===== src/core/csc_pkg.sv =====
// Constants for the clock synthesizer, serializer and trigger configuration bank.
// Assumes a single system clock; serial control port pins are asynchronous.
package csc_pkg;
  // ==========================================================================
  // Serial control port frame
  localparam int unsigned FRAME_BITS = 24;
  localparam int unsigned ADDR_BITS  = 15;
  localparam logic [4:0]  CNT_ADDR   = 5'h0f;
  localparam logic [4:0]  CNT_LAST   = 5'h17;
  // ==========================================================================
  // Register offsets
  localparam logic [14:0] ADDR_FBDIV = 15'h003e;
  localparam logic [14:0] ADDR_BIAS  = 15'h003f;
  localparam logic [14:0] ADDR_PE    = 15'h0048;
  localparam logic [14:0] ADDR_TRIG  = 15'h0057;
  localparam logic [14:0] ADDR_OVR   = 15'h0058;
  // ==========================================================================
  // Reset values
  localparam logic [7:0]  RST_FBDIV  = 8'h20;
  localparam logic [7:0]  RST_BIAS   = 8'h4f;
  localparam logic [7:0]  RST_PE     = 8'h00;
  localparam logic [7:0]  RST_TRIG   = 8'h00;
  localparam logic [7:0]  RST_OVR    = 8'h00;
  // ==========================================================================
  // Field positions
  localparam int unsigned NDIV_MSB   = 5;
  localparam int unsigned BIAS_MSB   = 6;
  localparam int unsigned PE_MSB     = 3;
  localparam int unsigned TRIG_EN    = 7;
  localparam int unsigned TMODE_MSB  = 2;
  localparam int unsigned OVR_EN     = 7;
  localparam int unsigned OVR_REFSEL = 1;
  localparam int unsigned OVR_SYNEN  = 0;
  localparam int unsigned LANES      = 8;
  // ==========================================================================
  // Trigger output modes
  typedef enum logic [2:0] {
    TMODE_UI16 = 3'h0,
    TMODE_UI32 = 3'h1,
    TMODE_UI64 = 3'h2,
    TMODE_TS   = 3'h3
  } csc_tmode_type;
endpackage : csc_pkg


===== src/core/csc_spi_slave.sv =====
// Serial control port slave: 1 r/w bit, 15 address bits, 8 data bits, MSB first.
// Assumes SCLK well below a quarter of the system clock rate.
`timescale 1ns/1ps
`default_nettype none
module csc_spi_slave
(
  // Clock and reset
  input  wire logic        clk,
  input  wire logic        arst_n,
  input  wire logic        ce,
  // Pins
  input  wire logic        sclk,
  input  wire logic        cs_n,
  input  wire logic        sdi,
  output logic             sdo,
  output logic             sdo_oe,
  // Register side
  output logic             wr_stb,
  output logic [14:0]      addr,
  output logic [7:0]       wdata,
  input  wire logic [7:0]  rdata
);
  // ==========================================================================
  // Synchronisers
  logic [2:0]  sclk_q;
  logic [1:0]  cs_q;
  logic [1:0]  sdi_q;
  logic [4:0]  cnt;
  logic [14:0] sh;
  logic [6:0]  out_sh;
  logic        rw;
  logic        loaded;
  logic        rise;
  logic        fall;

  always_ff @(posedge clk or negedge arst_n)
  begin
    if (!arst_n)
    begin
      sclk_q <= 3'h0;
      cs_q   <= 2'h3;
      sdi_q  <= 2'h0;
    end
    else if (ce)
    begin
      sclk_q <= {sclk_q[1:0], sclk};
      cs_q   <= {cs_q[0], cs_n};
      sdi_q  <= {sdi_q[0], sdi};
    end
  end

  // Edges judged on second and third stages only
  assign rise = sclk_q[1] & ~sclk_q[2] & ~cs_q[1];
  assign fall = ~sclk_q[1] & sclk_q[2] & ~cs_q[1];

  // ==========================================================================
  // Shift in
  always_ff @(posedge clk or negedge arst_n)
  begin
    if (!arst_n)
    begin
      cnt    <= 5'h00;
      sh     <= 15'h0000;
      rw     <= 1'b0;
      addr   <= 15'h0000;
      wdata  <= 8'h00;
      wr_stb <= 1'b0;
    end
    else if (ce)
    begin
      wr_stb <= 1'b0;
      if (cs_q[1])
        cnt <= 5'h00;
      else if (rise)
      begin
        sh <= {sh[13:0], sdi_q[1]};
        if (cnt != 5'h1f)
          cnt <= cnt + 5'h01;
        if (cnt == csc_pkg::CNT_ADDR)
        begin
          rw   <= sh[14];
          addr <= {sh[13:0], sdi_q[1]};
        end
        if (cnt == csc_pkg::CNT_LAST)
        begin
          wdata  <= {sh[6:0], sdi_q[1]};
          wr_stb <= ~rw;
        end
      end
    end
  end

  // ==========================================================================
  // Shift out on falling edges once the address is known
  always_ff @(posedge clk or negedge arst_n)
  begin
    if (!arst_n)
    begin
      sdo    <= 1'b0;
      out_sh <= 7'h00;
      loaded <= 1'b0;
    end
    else if (ce)
    begin
      if (cs_q[1])
        loaded <= 1'b0;
      else if (fall && rw && cnt == 5'h10 && !loaded)
      begin
        sdo    <= rdata[7];
        out_sh <= rdata[6:0];
        loaded <= 1'b1;
      end
      else if (fall && loaded)
      begin
        sdo    <= out_sh[6];
        out_sh <= {out_sh[5:0], 1'b0};
      end
    end
  end

  assign sdo_oe = loaded & ~cs_q[1];
endmodule : csc_spi_slave
`default_nettype wire


===== src/core/csc_config_top.sv =====
// Configuration bank: synthesizer divider and bias, lane emphasis, trigger output,
// synthesizer pin override. Pins arrive asynchronous; tick inputs are on CLK_SYS.
// Function
// - Divider field bits 5:0 divides by its own value, 1 to 63.
// - Divider makes feedback tick from sample ticks; resets to 0x20.
// - Emphasis bits 3:0 drive every lane identically; reset to zero.
// - Trigger control bit 7 enables trigger output; resets to zero.
// - Mode 0/1/2 give 16/32/64 UI clock, 3 timestamp, 4-7 reserved.
// - Serializer-derived modes hold output low and restart their count while the serializer reinitializes.
// - Override bit 7 takes synthesizer controls from register, not pins.
`timescale 1ns/1ps
`default_nettype none
module csc_config_top
(
  // Clock and reset
  input  wire logic        CLK_SYS,
  input  wire logic        ARST_N,
  input  wire logic        CE,
  // Serial control port
  input  wire logic        SPI_SCLK,
  input  wire logic        SPI_CS_N,
  input  wire logic        SPI_SDI,
  output logic             SPI_SDO,
  output logic             SPI_SDO_OE,
  // Configuration pins and timestamp
  input  wire logic        SYNTH_EN_PIN,
  input  wire logic        REF_SEL_PIN,
  input  wire logic        CLKCFG0_PIN,
  input  wire logic        CLKCFG1_PIN,
  input  wire logic        TIMESTAMP_INPUT,
  // Same-domain ticks from the clock path and serializer
  input  wire logic        SAMPLE_TICK,
  input  wire logic        UI8_TICK,
  input  wire logic        SER_REINIT,
  // Synthesizer controls
  output logic             FB_TICK,
  output logic [6:0]       OSC_BIAS,
  output logic             SYNTH_ENABLE,
  output logic             SYNTH_REF_SELECT,
  output logic [1:0]       REF_DIV_C_MODE,
  output logic [1:0]       REF_DIV_D_MODE,
  // Lanes and trigger
  output logic [31:0]      LANE_EMPHASIS,
  output logic             TRIG_ENABLE,
  output logic             TRIG_OUT
);
  // ==========================================================================
  // Register bank
  logic [7:0]  synth_feedback_divider_n;
  logic [7:0]  synth_oscillator_bias;
  logic [7:0]  lane_pre_emphasis;
  logic [7:0]  trigger_output_control;
  logic [7:0]  synth_pin_override;
  logic        wr_stb;
  logic [14:0] addr;
  logic [7:0]  wdata;
  logic [7:0]  rdata;

  csc_spi_slave u_spi
  (
    .clk    (CLK_SYS),
    .arst_n (ARST_N),
    .ce     (CE),
    .sclk   (SPI_SCLK),
    .cs_n   (SPI_CS_N),
    .sdi    (SPI_SDI),
    .sdo    (SPI_SDO),
    .sdo_oe (SPI_SDO_OE),
    .wr_stb (wr_stb),
    .addr   (addr),
    .wdata  (wdata),
    .rdata  (rdata)
  );

  // All eight bits stored so reserved bits read back as written
  always_ff @(posedge CLK_SYS or negedge ARST_N)
  begin
    if (!ARST_N)
    begin
      synth_feedback_divider_n <= csc_pkg::RST_FBDIV;
      synth_oscillator_bias    <= csc_pkg::RST_BIAS;
      lane_pre_emphasis        <= csc_pkg::RST_PE;
      trigger_output_control   <= csc_pkg::RST_TRIG;
      synth_pin_override       <= csc_pkg::RST_OVR;
    end
    else if (CE && wr_stb)
    begin
      case (addr)
        csc_pkg::ADDR_FBDIV: synth_feedback_divider_n <= wdata;
        csc_pkg::ADDR_BIAS:  synth_oscillator_bias    <= wdata;
        csc_pkg::ADDR_PE:    lane_pre_emphasis        <= wdata;
        csc_pkg::ADDR_TRIG:  trigger_output_control   <= wdata;
        csc_pkg::ADDR_OVR:   synth_pin_override       <= wdata;
        default:             ;
      endcase
    end
  end

  // Unmapped addresses read as zero
  always_comb
  begin
    case (addr)
      csc_pkg::ADDR_FBDIV: rdata = synth_feedback_divider_n;
      csc_pkg::ADDR_BIAS:  rdata = synth_oscillator_bias;
      csc_pkg::ADDR_PE:    rdata = lane_pre_emphasis;
      csc_pkg::ADDR_TRIG:  rdata = trigger_output_control;
      csc_pkg::ADDR_OVR:   rdata = synth_pin_override;
      default:             rdata = 8'h00;
    endcase
  end

  // ==========================================================================
  // Pin synchronisers
  logic [4:0] pin_q1;
  logic [4:0] pin_s;

  always_ff @(posedge CLK_SYS or negedge ARST_N)
  begin
    if (!ARST_N)
    begin
      pin_q1 <= 5'h00;
      pin_s  <= 5'h00;
    end
    else if (CE)
    begin
      pin_q1 <= {TIMESTAMP_INPUT, CLKCFG1_PIN, CLKCFG0_PIN, REF_SEL_PIN, SYNTH_EN_PIN};
      pin_s  <= pin_q1;
    end
  end

  // ==========================================================================
  // Synthesizer controls
  logic       synth_override_enable;
  logic [5:0] n_div;
  logic [5:0] fb_cnt;

  assign synth_override_enable = synth_pin_override[csc_pkg::OVR_EN];
  assign n_div    = synth_feedback_divider_n[csc_pkg::NDIV_MSB:0];
  assign OSC_BIAS = synth_oscillator_bias[csc_pkg::BIAS_MSB:0];

  always_ff @(posedge CLK_SYS or negedge ARST_N)
  begin
    if (!ARST_N)
    begin
      SYNTH_ENABLE     <= 1'b0;
      SYNTH_REF_SELECT <= 1'b0;
      REF_DIV_C_MODE   <= 2'h0;
      REF_DIV_D_MODE   <= 2'h0;
    end
    else if (CE)
    begin
      if (synth_override_enable)
      begin
        SYNTH_ENABLE     <= synth_pin_override[csc_pkg::OVR_SYNEN];
        SYNTH_REF_SELECT <= synth_pin_override[csc_pkg::OVR_REFSEL];
        REF_DIV_C_MODE   <= synth_pin_override[3:2];
        REF_DIV_D_MODE   <= synth_pin_override[5:4];
      end
      else
      begin
        SYNTH_ENABLE     <= pin_s[0];
        SYNTH_REF_SELECT <= pin_s[1];
        REF_DIV_C_MODE   <= pin_s[3:2];
        REF_DIV_D_MODE   <= 2'h0;
      end
    end
  end

  // Divide-by-N; a value of zero is unsupported and stops the feedback tick
  always_ff @(posedge CLK_SYS or negedge ARST_N)
  begin
    if (!ARST_N)
    begin
      fb_cnt  <= 6'h00;
      FB_TICK <= 1'b0;
    end
    else if (CE)
    begin
      FB_TICK <= 1'b0;
      if (n_div == 6'h00)
        fb_cnt <= 6'h00;
      else if (SAMPLE_TICK)
      begin
        if (fb_cnt >= n_div - 6'h01)
        begin
          fb_cnt  <= 6'h00;
          FB_TICK <= 1'b1;
        end
        else
          fb_cnt <= fb_cnt + 6'h01;
      end
    end
  end

  // ==========================================================================
  // Lane emphasis, one copy per lane
  genvar g;
  generate
    for (g = 0; g < csc_pkg::LANES; g++)
    begin : g_lane
      always_ff @(posedge CLK_SYS or negedge ARST_N)
      begin
        if (!ARST_N)
          LANE_EMPHASIS[4*g +: 4] <= 4'h0;
        else if (CE)
          LANE_EMPHASIS[4*g +: 4] <= lane_pre_emphasis[csc_pkg::PE_MSB:0];
      end
    end
  endgenerate

  // ==========================================================================
  // Trigger output
  logic       trig_en;
  logic [2:0] trig_mode;
  logic [1:0] ui_cnt;
  logic       toggle;

  assign trig_en     = trigger_output_control[csc_pkg::TRIG_EN];
  assign trig_mode   = trigger_output_control[csc_pkg::TMODE_MSB:0];
  assign TRIG_ENABLE = trig_en;
  // Toggle every 8, 16 or 32 UI gives a 16, 32 or 64 UI period
  assign toggle = UI8_TICK &&
                  ((trig_mode == csc_pkg::TMODE_UI16) ||
                   (trig_mode == csc_pkg::TMODE_UI32 && ui_cnt[0]) ||
                   (trig_mode == csc_pkg::TMODE_UI64 && ui_cnt == 2'h3));

  always_ff @(posedge CLK_SYS or negedge ARST_N)
  begin
    if (!ARST_N)
    begin
      ui_cnt   <= 2'h0;
      TRIG_OUT <= 1'b0;
    end
    else if (CE)
    begin
      if (!trig_en)
      begin
        ui_cnt   <= 2'h0;
        TRIG_OUT <= 1'b0;
      end
      else if (trig_mode == csc_pkg::TMODE_TS)
        TRIG_OUT <= pin_s[4];
      else if (trig_mode > csc_pkg::TMODE_TS)
        TRIG_OUT <= 1'b0;
      else if (SER_REINIT)
      begin
        ui_cnt   <= 2'h0;
        TRIG_OUT <= 1'b0;
      end
      else if (UI8_TICK)
      begin
        ui_cnt <= ui_cnt + 2'h1;
        if (toggle)
          TRIG_OUT <= ~TRIG_OUT;
      end
    end
  end
endmodule : csc_config_top
`default_nettype wire


===== config.mk =====
export PLATFORM = sky130hd
export DESIGN_NAME = csc_config_top
export DESIGN_NICKNAME = d
export VERILOG_FILES = /design/src/core/csc_pkg.sv /design/src/core/csc_spi_slave.sv /design/src/core/csc_config_top.sv
export SDC_FILE = /design/constraint.sdc
export NUM_CORES = 1
export LEC_CHECK = 0
export BUFFER_PORTS_ARGS = -buffer_cell sky130_fd_sc_hd__buf_2
export CORE_MARGIN = 1.5
export CORE_UTILIZATION = 43
export CTS_BUF_LIST = sky130_fd_sc_hd__clkbuf_4 sky130_fd_sc_hd__clkbuf_8
export CTS_CLUSTER_SIZE = 30
export DETAILED_ROUTE_END_ITERATION = 16
export GPL_TIMING_DRIVEN = 0
export PLACE_DENSITY = 0.72
export SLEW_MARGIN = 20
export SYNTH_ARGS = -nofsm -noshare
export SYNTH_HDL_FRONTEND = slang
export SYNTH_SLANG_ARGS = --single-unit

===== constraint.sdc =====
create_clock -name CLK_SYS -period 2.6 [get_ports CLK_SYS]
set_input_delay 0.26 -clock CLK_SYS [delete_from_list [all_inputs] [get_ports CLK_SYS]]
set_output_delay 0.26 -clock CLK_SYS [all_outputs]
set_load 0.02 [all_outputs]

# == Word-level counts from Yosys, hierarchy flattened ==
# Cells that the tools add are included.
# classes
reduce_logical,32
shift,0
n_lt_le_gt_ge,2
mul,0
bitwise_logic,10
muxes,34
eq_ne,18
div_mod_pow,0
add_sub_neg,4
# op_table
cell,count
"equality test 15 x 7 -> 1 bit, second input constant",3
one-hot mux 8 bit (5 select lines),1
"equality test 15 x 6 -> 1 bit, second input constant",2
2-to-1 mux 1 bit,18
2-to-1 mux 6 bit,3
2-to-1 mux 5 bit,3
2-to-1 mux 2 bit,7
2-to-1 mux 7 bit,2
AND reduction 2 bit,7
AND reduction 3 bit,4
AND reduction 4 bit,3
"equality test 5 bit, second input constant",2
nonzero test 2 bit,5
logical AND 1 bit,8
"adder 6 x 1 -> 6 bit, second input constant",1
"equality test 3 x 2 -> 1 bit, second input constant",2
greater-or-equal comparator 6 bit,1
zero test 6 bit,1
"subtractor 6 x 1 -> 6 bit, second input constant",1
"adder 5 x 1 -> 5 bit, second input constant",1
bitwise AND 1 bit,5
"equality test 5 x 4 -> 1 bit, second input constant",1
"inequality test 5 x 2 -> 1 bit, second input constant",1
"inequality test 5 x 3 -> 1 bit, second input constant",1
other kinds (11),17
# word_totals
mem_bits_ro,0
latch_bits,0
out_inout_bits,50
ramBits,0
memories,0
ff_bits,131

# == Logic depth before layout (Yosys ltp) ==
# Gate-level depths: netlist of the first run.
# logic_depth
ltp_word,11
depth_mapped,9

# == Cells and area by module ==
# From an unflattened synthesis of the first run, not the netlist that was laid out.
# unflattened
cells_unflattened,516
hier_area_um2,6553.8
# modules_own_cells
mod,area_per_inst_um2,n_inst,seq_area_each_um2,cells_per_inst
csc_config_top,3922.5,1,1759.2,341
csc_spi_slave,2631.3,1,1529.0,175

# == Worst setup path before layout of the first run ==
# No wires, ideal clock.
# synth_timing
path_kind,flip-flop to flip-flop
from,reg u_spi.cs_q[1]
to,reg u_spi.addr[10]
period_less_slack_ns,2.033
required_time_ns,2.475
path_slack_ns,0.567
arrival_time_ns,1.908
n_path_buf,3
path_stages_with_launch,7
path_cell_list,dfstp_2 -> clkbuf_1 -> and4bb_2 -> buf_4 -> nand2_1 -> buf_2 -> mux2_2
# synth_between
elab_chain_len,3
# synth_rtl
item,line,text
from (decl),csc_spi_slave.sv:26,logic [1:0] cs_q;
from (signal assigned),csc_spi_slave.sv:47,"cs_q <= {cs_q[0], cs_n};"
inverter 1 bit (no source line) (*),--,
bitwise AND 1 bit,csc_spi_slave.sv:53,assign rise = sclk_q[1] & ~sclk_q[2] & ~cs_q[1];
AND reduction 4 bit (no source line) (*),--,
to (signal assigned),csc_spi_slave.sv:82,"addr <= {sh[13:0], sdi_q[1]};"
to (decl),csc_spi_slave.sv:19,"output logic [14:0] addr,"
# Every way passes the cells marked *; elsewhere a longest branch is shown, timed or not.
# A chain may end at the register's enable or synchronous reset.

# == Worst setup path after layout of the first run ==
# layout_timing
from,reg u_spi.addr[10]
to,reg lane_pre_emphasis[2]
# layout_between
elab_chain_len,2
# layout_rtl
item,line,text
equality test 15 x 7 -> 1 bit,csc_config_top.sv:88,case (addr)
AND reduction 2 bit (no source line),--,
to (signal assigned),csc_config_top.sv:82,lane_pre_emphasis <= csc_pkg::RST_PE;
to (signal assigned),csc_config_top.sv:91,csc_pkg::ADDR_PE: lane_pre_emphasis <= wdata;
to (decl),csc_config_top.sv:51,logic [7:0] lane_pre_emphasis;
# Every way passes these cells.

==> summary.md, run 1 <==
| Metric | Value |
|---|---|
| Status | finished, final reports clean |
| Minimum clock period | 2350 ps |
| Worst min path class | input pin to flop |
| Congestion Overflow GR | 0 |
| Fill count | 1242 |
| Final hold slack | 55.8 ps |
| Final HPWL from detailed placement | 9.37 mm |
| Finished Cell Area | 7310 um^2 |
| Worst EP arrival | 2670 ps |
| Design Power | 4550 uW |
| Clk_lat worst skew | 440 ps |
| Detailed-router iteration count before antenna repair | 4 |
| FF-to-FF path depth | 5 |
| Avg WL per Cell | 16.7 um |
| Area grow syn2layout | 16.0% |
| Skew final | 12.9 ps |
| FMAX | 0.426 GHz |
| Hold Startpoint | SYNTH_EN_PIN |
| Ant. Diodes | 0 |
| Vias in the first global route | 4227 |
| Clock transition at path regs | 70 ps |
| IO Pins | 64 |
| Routed WL | 13.1 mm |
| Final hold viol count | 0 |
| Post-Place Cell Area | 6880 um^2 |
| Synth Register Bits | 131 |
| Clock root cell | clkbuf_8 |
| Worst-Margin Slew | 818 ps |
| Row cnt | 44 |
| Mapped cell area | 6300 um^2 |
| Mean post-synth cell area | 12.6 um^2 |
| # clock sinks | 131 |
| Die area | 15400 um^2 |
| Top cells by count, synth | dfrtp_1 (123), mux2_2 (85), buf_4 (37) |
| Max IR drop VDD | 0.000345 V |
| Synth warn | 0 |
| Sequential area share after synthesis | 52.2% |
| Required @ worst endpoint | 2920 ps |
| Cell accounting for the most synthesized area | dfrtp_1 |
| FF-to-FF setup slack | 250 ps |
| Most frequent cell after synthesis | dfrtp_1 |
| Async S/R FF share, synth | 100% |
| IO Port Bufs | 62 |
| Via count | 4224 |
| Hold Buf Count CTS | 1 |
| Final core occ | 50.7% |
| H-tree depth | 4 |
| Ranking of synthesized cells by area | dfrtp_1 (49%), mux2_2 (15%), buf_4 (4.4%) |
| Hold worst-path end | pin_q1[0] |
| Synth Instances | 501 |
| Die span in y | 124 um |
| CTS tree | built |
| TritonCTS buffer count | 17 |
| RR Endpoint | lane_pre_emphasis[2] |
| Chip Width | 124 um |
| Synth top area share | 48.8% |
| Final nets | 612 |
| Post-synth cell types | 65 |
| GRT Util Overall | 18.4% |
| Cts repair resizes | 0 |
| # setup viols final | 0 |
| Antenna violations before repair | 0 |
| Critical R2R Launch | u_spi.addr[10] |
| WHS Path Cells | 2 |
| Max Fanout on Critical Path | 10 |
| Via density | 5.41 |
| First-pass GRT wire length | 21.2 mm |
| Post-CTS Setup Bufs | 0 |
| Leak Pwr | 0.00355 uW |
| Clock Path Buffers | 2 |
| Initial Util | 43.7% |
| DRT iter0 DRCs | 222 |
| CP endpoint kind | flop |
| Core area | 14400 um^2 |
| PwrDens | 622 nW/um^2 |
| Slew margin rel. | 45.5% |
| Share of cells above drive strength 1 | 42.4% |
| Final Cycle Share | 90.3% |
| Count of pins over their slew limit | 0 |
| RSZ-0062 raised after global routing | no |
| Largest net degree at the start of global routing | 77 |
| Total nets after synthesis | 529 |
| Critical path class | flop to flop |
| Most common flop cell mapped by yosys | dfrtp_1 |
| Final ANT Viol Nets | 0 |
| Remaining DRCs | 0 |
| Gp weighted congestion | 0.892 |
| CP Launch Type | flop |
| Post-synth EDFFs | 0 |
| Max Cap Viol | 0 |
logic make-up after synthesis:
group / count (synthesis) / share of synthesized area (%)
muxes: 106 / 19.2
buffers and inverters: 73 / 6.91
DFF: 131 / 52.2
xor gates and xnor gates: 9 / 1.25
AOI/OAI and AO/OA: 82 / 8.64
and+or+nand+nor: 86 / 9.07
adders and majority gates: 14 / 2.78
report_power, final:
part           internal [uW]  leakage [uW]  switching [uW]
clock network           1050      0.000212             760
logic                    216       0.00163             241
registers               2170       0.00170             110
placed cells by master, fill, tap and decap left out, types with 9 or more instances in the layout:
cell,instances
a21oi_1,13
buf_2,65
a22oi_1,9
ha_1,14
clkbuf_8,21
o21ai_0,16
clkbuf_1,9
mux2_2,85
nand2_1,18
buf_4,37
nor2_1,14
dfrtp_1,123
mux2i_1,13
inv_1,20
worst max path at each step:
stage | slack, ps | end | depth (start not counted) | start
after CTS | 280 | lane_pre_emphasis[2] | 5 | u_spi.addr[10]
after global routing | 130 | u_spi.addr[7] | 6 | u_spi.cs_q[1]
after detailed placement | 290 | u_spi.addr[12] | 6 | u_spi.cs_q[1]
after floorplan | 570 | u_spi.addr[10] | 6 | u_spi.cs_q[1]
final | 250 | lane_pre_emphasis[2] | 5 | u_spi.addr[10]
after global placement | -340 | u_spi.sh[8] | 1 | ARST_N
stage by stage:
step	setup slack, ps	TNS, ps	std cells
5_1_grt	131	0	781
3_3_place_gp	-339	-40630	747
4_1_cts	284	0	781
2_1_floorplan	567	0	501
6_report	253	0	781
3_5_place_dp	289	0	748
critical path, stage by stage (launching register included):
cell and delay (ps):
dfrtp_1 400, nor4_4 490, nand4_1 210, buf_2 260, nor3_4 460, mux2_2 400
sequential cells by signal (all words and copies together), names as in the netlist, 2 cells and up:
signal / cells
fb_cnt: 6
synth_oscillator_bias: 8
u_spi.sh: 15
synth_pin_override: 8
REF_DIV_D_MODE: 2
u_spi.wdata: 8
REF_DIV_C_MODE: 2
u_spi.sclk_q: 3
u_spi.out_sh: 7
u_spi.addr: 15
lane_pre_emphasis: 8
synth_feedback_divider_n: 8
trigger_output_control: 8
LANE_EMPHASIS: 4
ui_cnt: 2
u_spi.cs_q: 2
u_spi.cnt: 5
pin_q1: 5
u_spi.sdi_q: 2
pin_s: 5
per-layer routing:
| metal | vias up | GRT usage, % | share of wire [%] |
|---|---|---|---|
| met3 | 18 | 5.13 | 6.1 |
| met2 | 118 | 30.2 | 50 |
| met5 | - | 0 | 0 |
| met1 | 2130 | 22.6 | 42 |
| met4 | 0 | 7.88 | 2.1 |
| li1 | 1958 | - | - |
layout make-up:
cell class / count / area, um^2 / area share, %
Buffer: 53 / 360 / 4.93
Clock buffer: 23 / 298 / 4.07
Clock inverter: 9 / 128 / 1.75
Inverter: 20 / 75.1 / 1.03
Multi-Input combinational cell: 297 / 2580 / 35.3
Sequential cell: 131 / 3290 / 45.0
Tap cell: 184 / 230 / 3.15
Timing Repair Buffer: 64 / 354 / 4.84
No activity file was read; power rests on OpenSTA's default activity.
==> inputs of run 2 (changes only) <==
--- a/config.mk
+++ b/config.mk
@@ -7,12 +7,12 @@
 export LEC_CHECK = 0
 export BUFFER_PORTS_ARGS = -buffer_cell sky130_fd_sc_hd__buf_2
 export CORE_MARGIN = 1.5
-export CORE_UTILIZATION = 43
+export CORE_UTILIZATION = 33
 export CTS_BUF_LIST = sky130_fd_sc_hd__clkbuf_4 sky130_fd_sc_hd__clkbuf_8
 export CTS_CLUSTER_SIZE = 30
 export DETAILED_ROUTE_END_ITERATION = 16
-export GPL_TIMING_DRIVEN = 0
-export PLACE_DENSITY = 0.72
+export PLACE_DENSITY = 0.61
+export REMOVE_ABC_BUFFERS = 1
 export SLEW_MARGIN = 20
 export SYNTH_ARGS = -nofsm -noshare
 export SYNTH_HDL_FRONTEND = slang
==> run 2 against run 1 <==
  * Maximum frequency rose by 7.4%
  * Clock power is essentially flat
  * Non-clock buffer count is 44 lower
  * Critical endpoint is now synth_oscillator_bias[4]
  * Largest cell class unchanged
  * Highest routed layer unchanged
==> summary.md, run 2 (synthesized netlist as in run 1, its figures left out) <==
| Metric | Value |
|---|---|
| DRT iter0 DRCs | 182 (-18%) |
| Via count | 3984 (-5.7%) |
| Row cnt | 50 (+14%) |
| Hold worst-path end | u_spi.sdi_q[0] |
| Final hold viol count | 0 (unchanged) |
| RSZ-0062 raised after global routing | no |
| Share of cells above drive strength 1 | 39.6% (-2.8 points) |
| H-tree depth | 4 (unchanged) |
| Largest net degree at the start of global routing | 49 (-36%) |
| Congestion Overflow GR | 0 (unchanged) |
| Regs by FF count | u_spi.addr x15, u_spi.sh x15 |
| Clock root cell | clkbuf_8 |
| # clock sinks | 131 (unchanged) |
| Most frequent cells in the layout | dfrtp_1 (123), mux2_2 (85), buf_2 (62) |
| GRT Util Overall | 14.2% (-4.1 points) |
| Initial Util | 33.7% (-10 points) |
| Max Fanout on Critical Path | 8 (-2) |
| Worst-Margin Slew | 672 ps (-145 ps) |
| IO Pins | 64 (unchanged) |
| Chip Width | 141 um (+14%) |
| Hold Startpoint | SPI_SDI |
| Vias in the first global route | 4164 (-1.5%) |
| Gp weighted congestion | 0.798 (-10%) |
| Final nets | 568 (-7.2%) |
| Ant. Diodes | 0 (unchanged) |
| First-pass GRT wire length | 21.8 mm (+2.9%) |
| Leak Pwr | 0.00333 uW (-6.1%) |
| CP Launch Type | flop |
| CP max stage delay | 640 ps (+150 ps) |
| CTS tree | built |
| Minimum clock period | 2190 ps (-162 ps) |
| CP endpoint kind | flop |
| GR Layer Usage met3 | 4.45% (-0.68 points) |
| RR Endpoint | synth_oscillator_bias[4] |
| Remaining DRCs | 0 (unchanged) |
| Clk_lat worst skew | 450 ps (about the same) |
| Worst min path class | input pin to flop |
| Fin Setup TNS | 0 ps (unchanged) |
| Worst EP arrival | 2520 ps (-150 ps) |
| Largest delay share family, worst path | simple AND/OR/NAND/NOR gates |
| Area grow syn2layout | 12.0% |
| WHS Path Cells | 2 (unchanged) |
| Clock transition at path regs | 80 ps (about the same) |
| Final ANT Viol Nets | 0 (unchanged) |
| Critical R2R Launch | u_spi.addr[10] |
| Skew final | 10.3 ps (-2.62 ps) |
| # setup viols final | 0 (unchanged) |
| PwrDens | 639 nW/um^2 (+2.8%) |
| Critical path class | flop to flop |
| Status | finished, final reports clean |
| GRT met2 Usage | 22.5% (-7.6 points) |
| Slew margin rel. | 55.1% (+9.6 points) |
| Crit path cell chain | nor4_4 > nand4_4 > or3_1 > mux2_4 |
| FF-to-FF path depth | 4 (-1) |
| FF-to-FF setup slack | 410 ps (+160 ps) |
| Core area | 18700 um^2 (+30%) |
| Final Cycle Share | 84.1% (-6.2 points) |
| Grt peak-use layer | met2 |
| Met1 usage | 18.1% (-4.6 points) |
| Antenna violations before repair | 0 (unchanged) |
| Final core occ | 37.7% (-13 points) |
| Routed WL | 13.1 mm (+0.28%) |
| Count of pins over their slew limit | 0 (unchanged) |
| Die area | 19900 um^2 (+30%) |
| Via density | 5.06 (-6.4%) |
| Final HPWL from detailed placement | 9.52 mm (+1.6%) |
| Avg WL per Cell | 16.6 um (-0.48%) |
| Max Cap Viol | 0 (unchanged) |
| Most common cell after layout, fill and taps aside | dfrtp_1 |
| Clock Path Buffers | 2 (unchanged) |
| FMAX | 0.457 GHz (+7.4%) |
| Fill count | 1783 (+44%) |
| Required @ worst endpoint | 2940 ps (+20 ps) |
| Worst Path Buf+Inv | 0 (-1) |
| Detailed-router iteration count before antenna repair | 4 (unchanged) |
| CP max-delay cell | or3_1 |
| TritonCTS buffer count | 17 (unchanged) |
| Die span in y | 141 um (+14%) |
| IO Port Bufs | 63 (+1.6%) |
| Max IR drop VDD | 0.000369 V (+6.9%) |
==> run 2: cell types whose count changed in the layout (fill, tap and decap cells not counted), moves of 2 or more <==
cell      delta
clkbuf_1     -9
buf_4       -28
buf_2        -3
clkinv_4     +3
buf_6        -2
clkinv_2     -3
==> run 2: how the worst max path moves through the flow <==
stage	from	endpoint	slack, ps	depth (start not counted)
global route	synth_feedback_divider_n[0]	fb_cnt[4]	230	9
finish	u_spi.addr[10]	synth_oscillator_bias[4]	410	4
global placement	u_spi.cnt[0]	u_spi.out_sh[2]	500	7
floorplan	u_spi.addr[4]	synth_feedback_divider_n[2]	320	4
detailed placement	synth_feedback_divider_n[0]	fb_cnt[4]	400	9
CTS	synth_feedback_divider_n[0]	fb_cnt[4]	400	9
==> run 2: metal layers <==
metal | vias up | wire, um
li1 | 1867 | -
met2 | 75 | 6380
met4 | 0 | 248
met5 | - | 0
met3 | 18 | 533
met1 | 2024 | 5920
==> run 2: worst register-to-register path, delay by kind of cell (launching register included) <==
kind / cells / cell delay [ps]
AND/OR/NAND/NOR: 3 / 1280
flip-flops: 1 / 420
multiplexers: 1 / 380
==> run 2: area by class of cell <==
class	instances	area (um^2)	share of cell area (%)
clock buffer	22	290	4.11
sequential	131	3290	46.6
inverter	20	75.1	1.06
timing repair buffer	73	408	5.78
clock inverter	10	125	1.77
multi-input combinational	297	2580	36.5
tap	234	293	4.15
==> run 2: timing repair <==
item                                   4_1_cts  5_1_grt
resized for setup                            0        0
setup buffers                                0        0
endpoints found under the hold margin       32        0
hold buffers                                 1        0
==> run 2: report_power, final <==
| part | switching [uW] | total (uW) | leakage, uW | internal, uW |
|---|---|---|---|---|
| Sequential | 124 | 2290 | 0.00170 | 2170 |
| Combinational | 232 | 444 | 0.00143 | 212 |
| Clock | 819 | 1780 | 0.000199 | 956 |
| Total | 1180 | 4510 | 0.00333 | 3340 |
==> run 2: metrics by stage <==
step | instances | setup WS (ps) | hold WS (ps) | total power, uW | cell area, um^2
6_report | 787 | 414 | 39.9 | 4510 | 7060
5_1_grt | 787 | 228 | 12.2 | 4760 | 7060
4_1_cts | 787 | 403 | 2.63 | 4580 | 7060
3_5_place_dp | 754 | 400 | 237 | 2780 | 6630
3_3_place_gp | 754 | 497 | 233 | 2760 | 6630
2_1_floorplan | 448 | 317 | -35.6 | 2590 | 5940
==> inputs of run 3 (changes only) <==
--- a/config.mk
+++ b/config.mk
@@ -5,6 +5,7 @@
 export SDC_FILE = /design/constraint.sdc
 export NUM_CORES = 1
 export LEC_CHECK = 0
+export ABC_AREA = 1
 export BUFFER_PORTS_ARGS = -buffer_cell sky130_fd_sc_hd__buf_2
 export CORE_MARGIN = 1.5
 export CORE_UTILIZATION = 33
==> constraint.sdc (replaced) <==
create_clock -name CLK_SYS -period 2.1 [get_ports CLK_SYS]
set_input_delay 0.21 -clock CLK_SYS [delete_from_list [all_inputs] [get_ports CLK_SYS]]
set_output_delay 0.21 -clock CLK_SYS [all_outputs]
set_load 0.02 [all_outputs]
==> run 3 against run 2 <==
  * Synthesized cell count increased by 53%
  * Combinational power increased by 29%
  * First-iteration DRC count increased by 98%
  * Clock skew increased by 4.9 ps
  * Final area increased by 5.0%
  * Total power increased by 22%
  * Flip-flop and latch count unchanged
  * Maximum frequency increased by 8.5%
  * Sequential share of layout area decreased by 2.2 points
  * Wire length increased by 6.7%
  * Critical path type unchanged
  * Critical endpoint is now fb_cnt[0]
==> summary.md, run 3 <==
| Metric | Value |
|---|---|
| Status | finished, final reports clean |
| Final hold viol count | 0 (unchanged) |
| Critical path class | flop to flop |
| Multi-input gate area | 2490 um^2 (-3.3%) |
| Post-route insts no fill | 1100 (+40%) |
| Clk_lat worst skew | 470 ps (+20 ps) |
| Worst EP arrival | 2350 ps (-170 ps) |
| Final ANT Viol Nets | 0 (unchanged) |
| Most common flop cell mapped by yosys | dfrtp_1 |
| Post-synth EDFFs | 0 (unchanged) |
| Initial Util | 33.4% (-0.26 points) |
| Largest net degree at the start of global routing | 49 (unchanged) |
| Slew margin rel. | 65.3% (+10 points) |
| TritonCTS buffer count | 17 (unchanged) |
| Mapped cell area | 6460 um^2 (+2.6%) |
| FMAX | 0.497 GHz (+8.5%) |
| Synth warn | 0 (unchanged) |
| Async S/R FF share, synth | 100% (unchanged) |
| Skew final | 15.2 ps (+4.89 ps) |
| IO Port Bufs | 63 (unchanged) |
| Most common cell after layout, fill and taps aside | nand2_1 |
| RSZ-0062 raised after global routing | yes |
| Congestion Overflow GR | 0 (unchanged) |
| Post-Place Cell Area | 6910 um^2 (+4.2%) |
| Most frequent cell after synthesis | nand2_1 |
| Max Fanout on Critical Path | 3 (-5) |
| Cells after DPL | 1059 (+40%) |
| First-pass GRT wire length | 23.1 mm (+5.8%) |
| Remaining DRCs | 0 (unchanged) |
| Most frequent cells in the layout | nand2_1 (206), dfrtp_1 (123), inv_1 (83) |
| CTS tree | built |
| Count of pins over their slew limit | 0 (unchanged) |
| GRT Util Overall | 14.7% (+0.44 points) |
| Mean post-synth cell area | 8.45 um^2 (-33%) |
| Post-synth cell types | 36 (-45%) |
| Clock transition at path regs | 70 ps (about the same) |
| Via density | 4.50 (-11%) |
| Fin Setup TNS | 0 ps (unchanged) |
| Minimum clock period | 2010 ps (-172 ps) |
| Regs by FF count | u_spi.addr x15, u_spi.sh x15 |
| RR Endpoint | fb_cnt[0] |
| Share of cells above drive strength 1 | 19.9% (-20 points) |
| Critical R2R Launch | synth_feedback_divider_n[1] |
| CP endpoint kind | flop |
| Sequential area share after synthesis | 50.9% (-1.3 points) |
| Cell accounting for the most synthesized area | dfrtp_1 |
| Detailed-router iteration count before antenna repair | 5 (+1) |
| Worst min path class | input pin to flop |
| Max IR drop VDD | 0.000347 V (-5.8%) |
| WHS Path Cells | 3 (+1) |
| Die span in y | 143 um (+1.2%) |
| Leak Pwr | 0.00364 uW (+9.4%) |
| Synth Instances | 765 (+53%) |
| FF-to-FF setup slack | 90 ps (-330 ps) |
| Synth top area share | 47.6% (-1.2 points) |
| Routed WL | 14.0 mm (+6.7%) |
| Clock root cell | clkbuf_8 |
| Vias in the first global route | 4597 (+10%) |
| IO Pins | 64 (unchanged) |
| Via count | 4954 (+24%) |
| Antenna violations before repair | 0 (unchanged) |
| Row cnt | 51 (+2.0%) |
| Required @ worst endpoint | 2440 ps (-500 ps) |
| Worst-Margin Slew | 520 ps (-153 ps) |
| H-tree depth | 4 (unchanged) |
| Area grow syn2layout | 14.6% |
| DRT iter0 DRCs | 361 (+98%) |
| Die area | 20400 um^2 (+2.5%) |
| # clock sinks | 131 (unchanged) |
| Final Cycle Share | 95.9% (+12 points) |
| Critical Path Start | synth_feedback_divider_n[1] |
| Ranking of synthesized cells by area | dfrtp_1 (48%), nand2_1 (12%), o21ai_0 (5.9%) |
| Finished Cell Area | 7410 um^2 (+5.0%) |
| Fill count | 2045 (+15%) |
| Final nets | 850 (+50%) |
| Avg WL per Cell | 12.7 um (-24%) |
| # setup viols final | 0 (unchanged) |
| Top cells by count, synth | nand2_1 (207), dfrtp_1 (123), inv_1 (85) |
| Worst Setup EP | fb_cnt[0] |
| FF/Latch Area | 3290 um^2 (unchanged) |
| FF-to-FF path depth | 14 (+10) |
| Max Cap Viol | 0 (unchanged) |
| Ant. Diodes | 0 (unchanged) |
| Chip Width | 143 um (+1.2%) |
| Synth Register Bits | 131 (unchanged) |
| Final core occ | 38.3% (+0.59 points) |
| Gp weighted congestion | 0.822 (+3.0%) |
| Core area | 19300 um^2 (+3.4%) |
| CP Launch Type | flop |
| Final HPWL from detailed placement | 10.1 mm (+6.3%) |
| PwrDens | 742 nW/um^2 (+16%) |
| Clock Path Buffers | 2 (unchanged) |
## run 3: worst min path at each step
stage,from,to,slack (ps)
after floorplan,ARST_N,FB_TICK,-90
after global placement,ARST_N,FB_TICK,180
after detailed placement,ARST_N,FB_TICK,180
after CTS,SAMPLE_TICK,FB_TICK,40
after global routing,SAMPLE_TICK,FB_TICK,90
final,SAMPLE_TICK,FB_TICK,60
## run 3: final cells by class
type | count | share of cell area (%)
flip-flops and latches | 131 | 44.4
multi-input cells | 490 | 33.6
repair buffers | 96 | 8.16
well taps | 265 | 4.48
inverters | 86 | 4.36
clock buffers | 18 | 3.26
clock inverters | 14 | 1.72
## run 3: cell families after synthesis
| group | after synthesis | synth area share, % |
|---|---|---|
| AO/OA/AOI/OAI | 133 | 11.2 |
| AND/OR/NAND/NOR | 332 | 22.4 |
| multiplexers | 5 | 0.871 |
| buffers and inverters | 144 | 11.2 |
| adder cells (fa/ha/maj) | 14 | 2.71 |
| flip-flops | 131 | 50.9 |
| XOR/XNOR | 6 | 0.813 |
## run 3: worst max-delay path, cell delays in order (launching register included)
cell	delay, ps
dfrtp_1	400
inv_2	80
nand3_2	90
nor3_2	190
xor2_1	150
inv_1	80
ha_4	270
nand2_2	50
nor2_1	90
o21ai_1	60
nand3_1	110
nor2_2	60
buf_4	140
nand3_1	50
o21ai_0	80
## run 3: per-layer routing
layer | wire (um) | share of wire [%] | GRT usage [%]
met1 | 6770 | 48 | 19.6
met2 | 6410 | 46 | 22.8
met3 | 483 | 3.5 | 3.29
met4 | 301 | 2.2 | 6.29
met5 | 0 | 0 | 0
## run 3: repair_timing
action | 4_1_cts | 5_1_grt
hold buffers | 9 | 0
gates resized for setup | 1 | 10
pin swaps | 0 | 11
setup buffers | 0 | 0
hold endpoints to repair | 49 | 0
setup endpoints to repair | 1 | 9
## run 3: per-stage QoR
stage | hold WS (ps) | power, uW | setup WS, ps
2_1_floorplan | -85.6 | 3260 | -19.3
3_3_place_gp | 177 | 3500 | 58.1
3_5_place_dp | 178 | 3510 | -1.76
4_1_cts | 38.6 | 5560 | 13.0
5_1_grt | 94.2 | 5800 | -113
6_report | 59.6 | 5500 | 86.1
## run 3: report_power, final
part	leakage, uW	switching [uW]	internal (uW)
sequential	0.00165	128	2760
clock	0.000192	1080	961
combinational	0.00180	379	192
total	0.00364	1590	3910
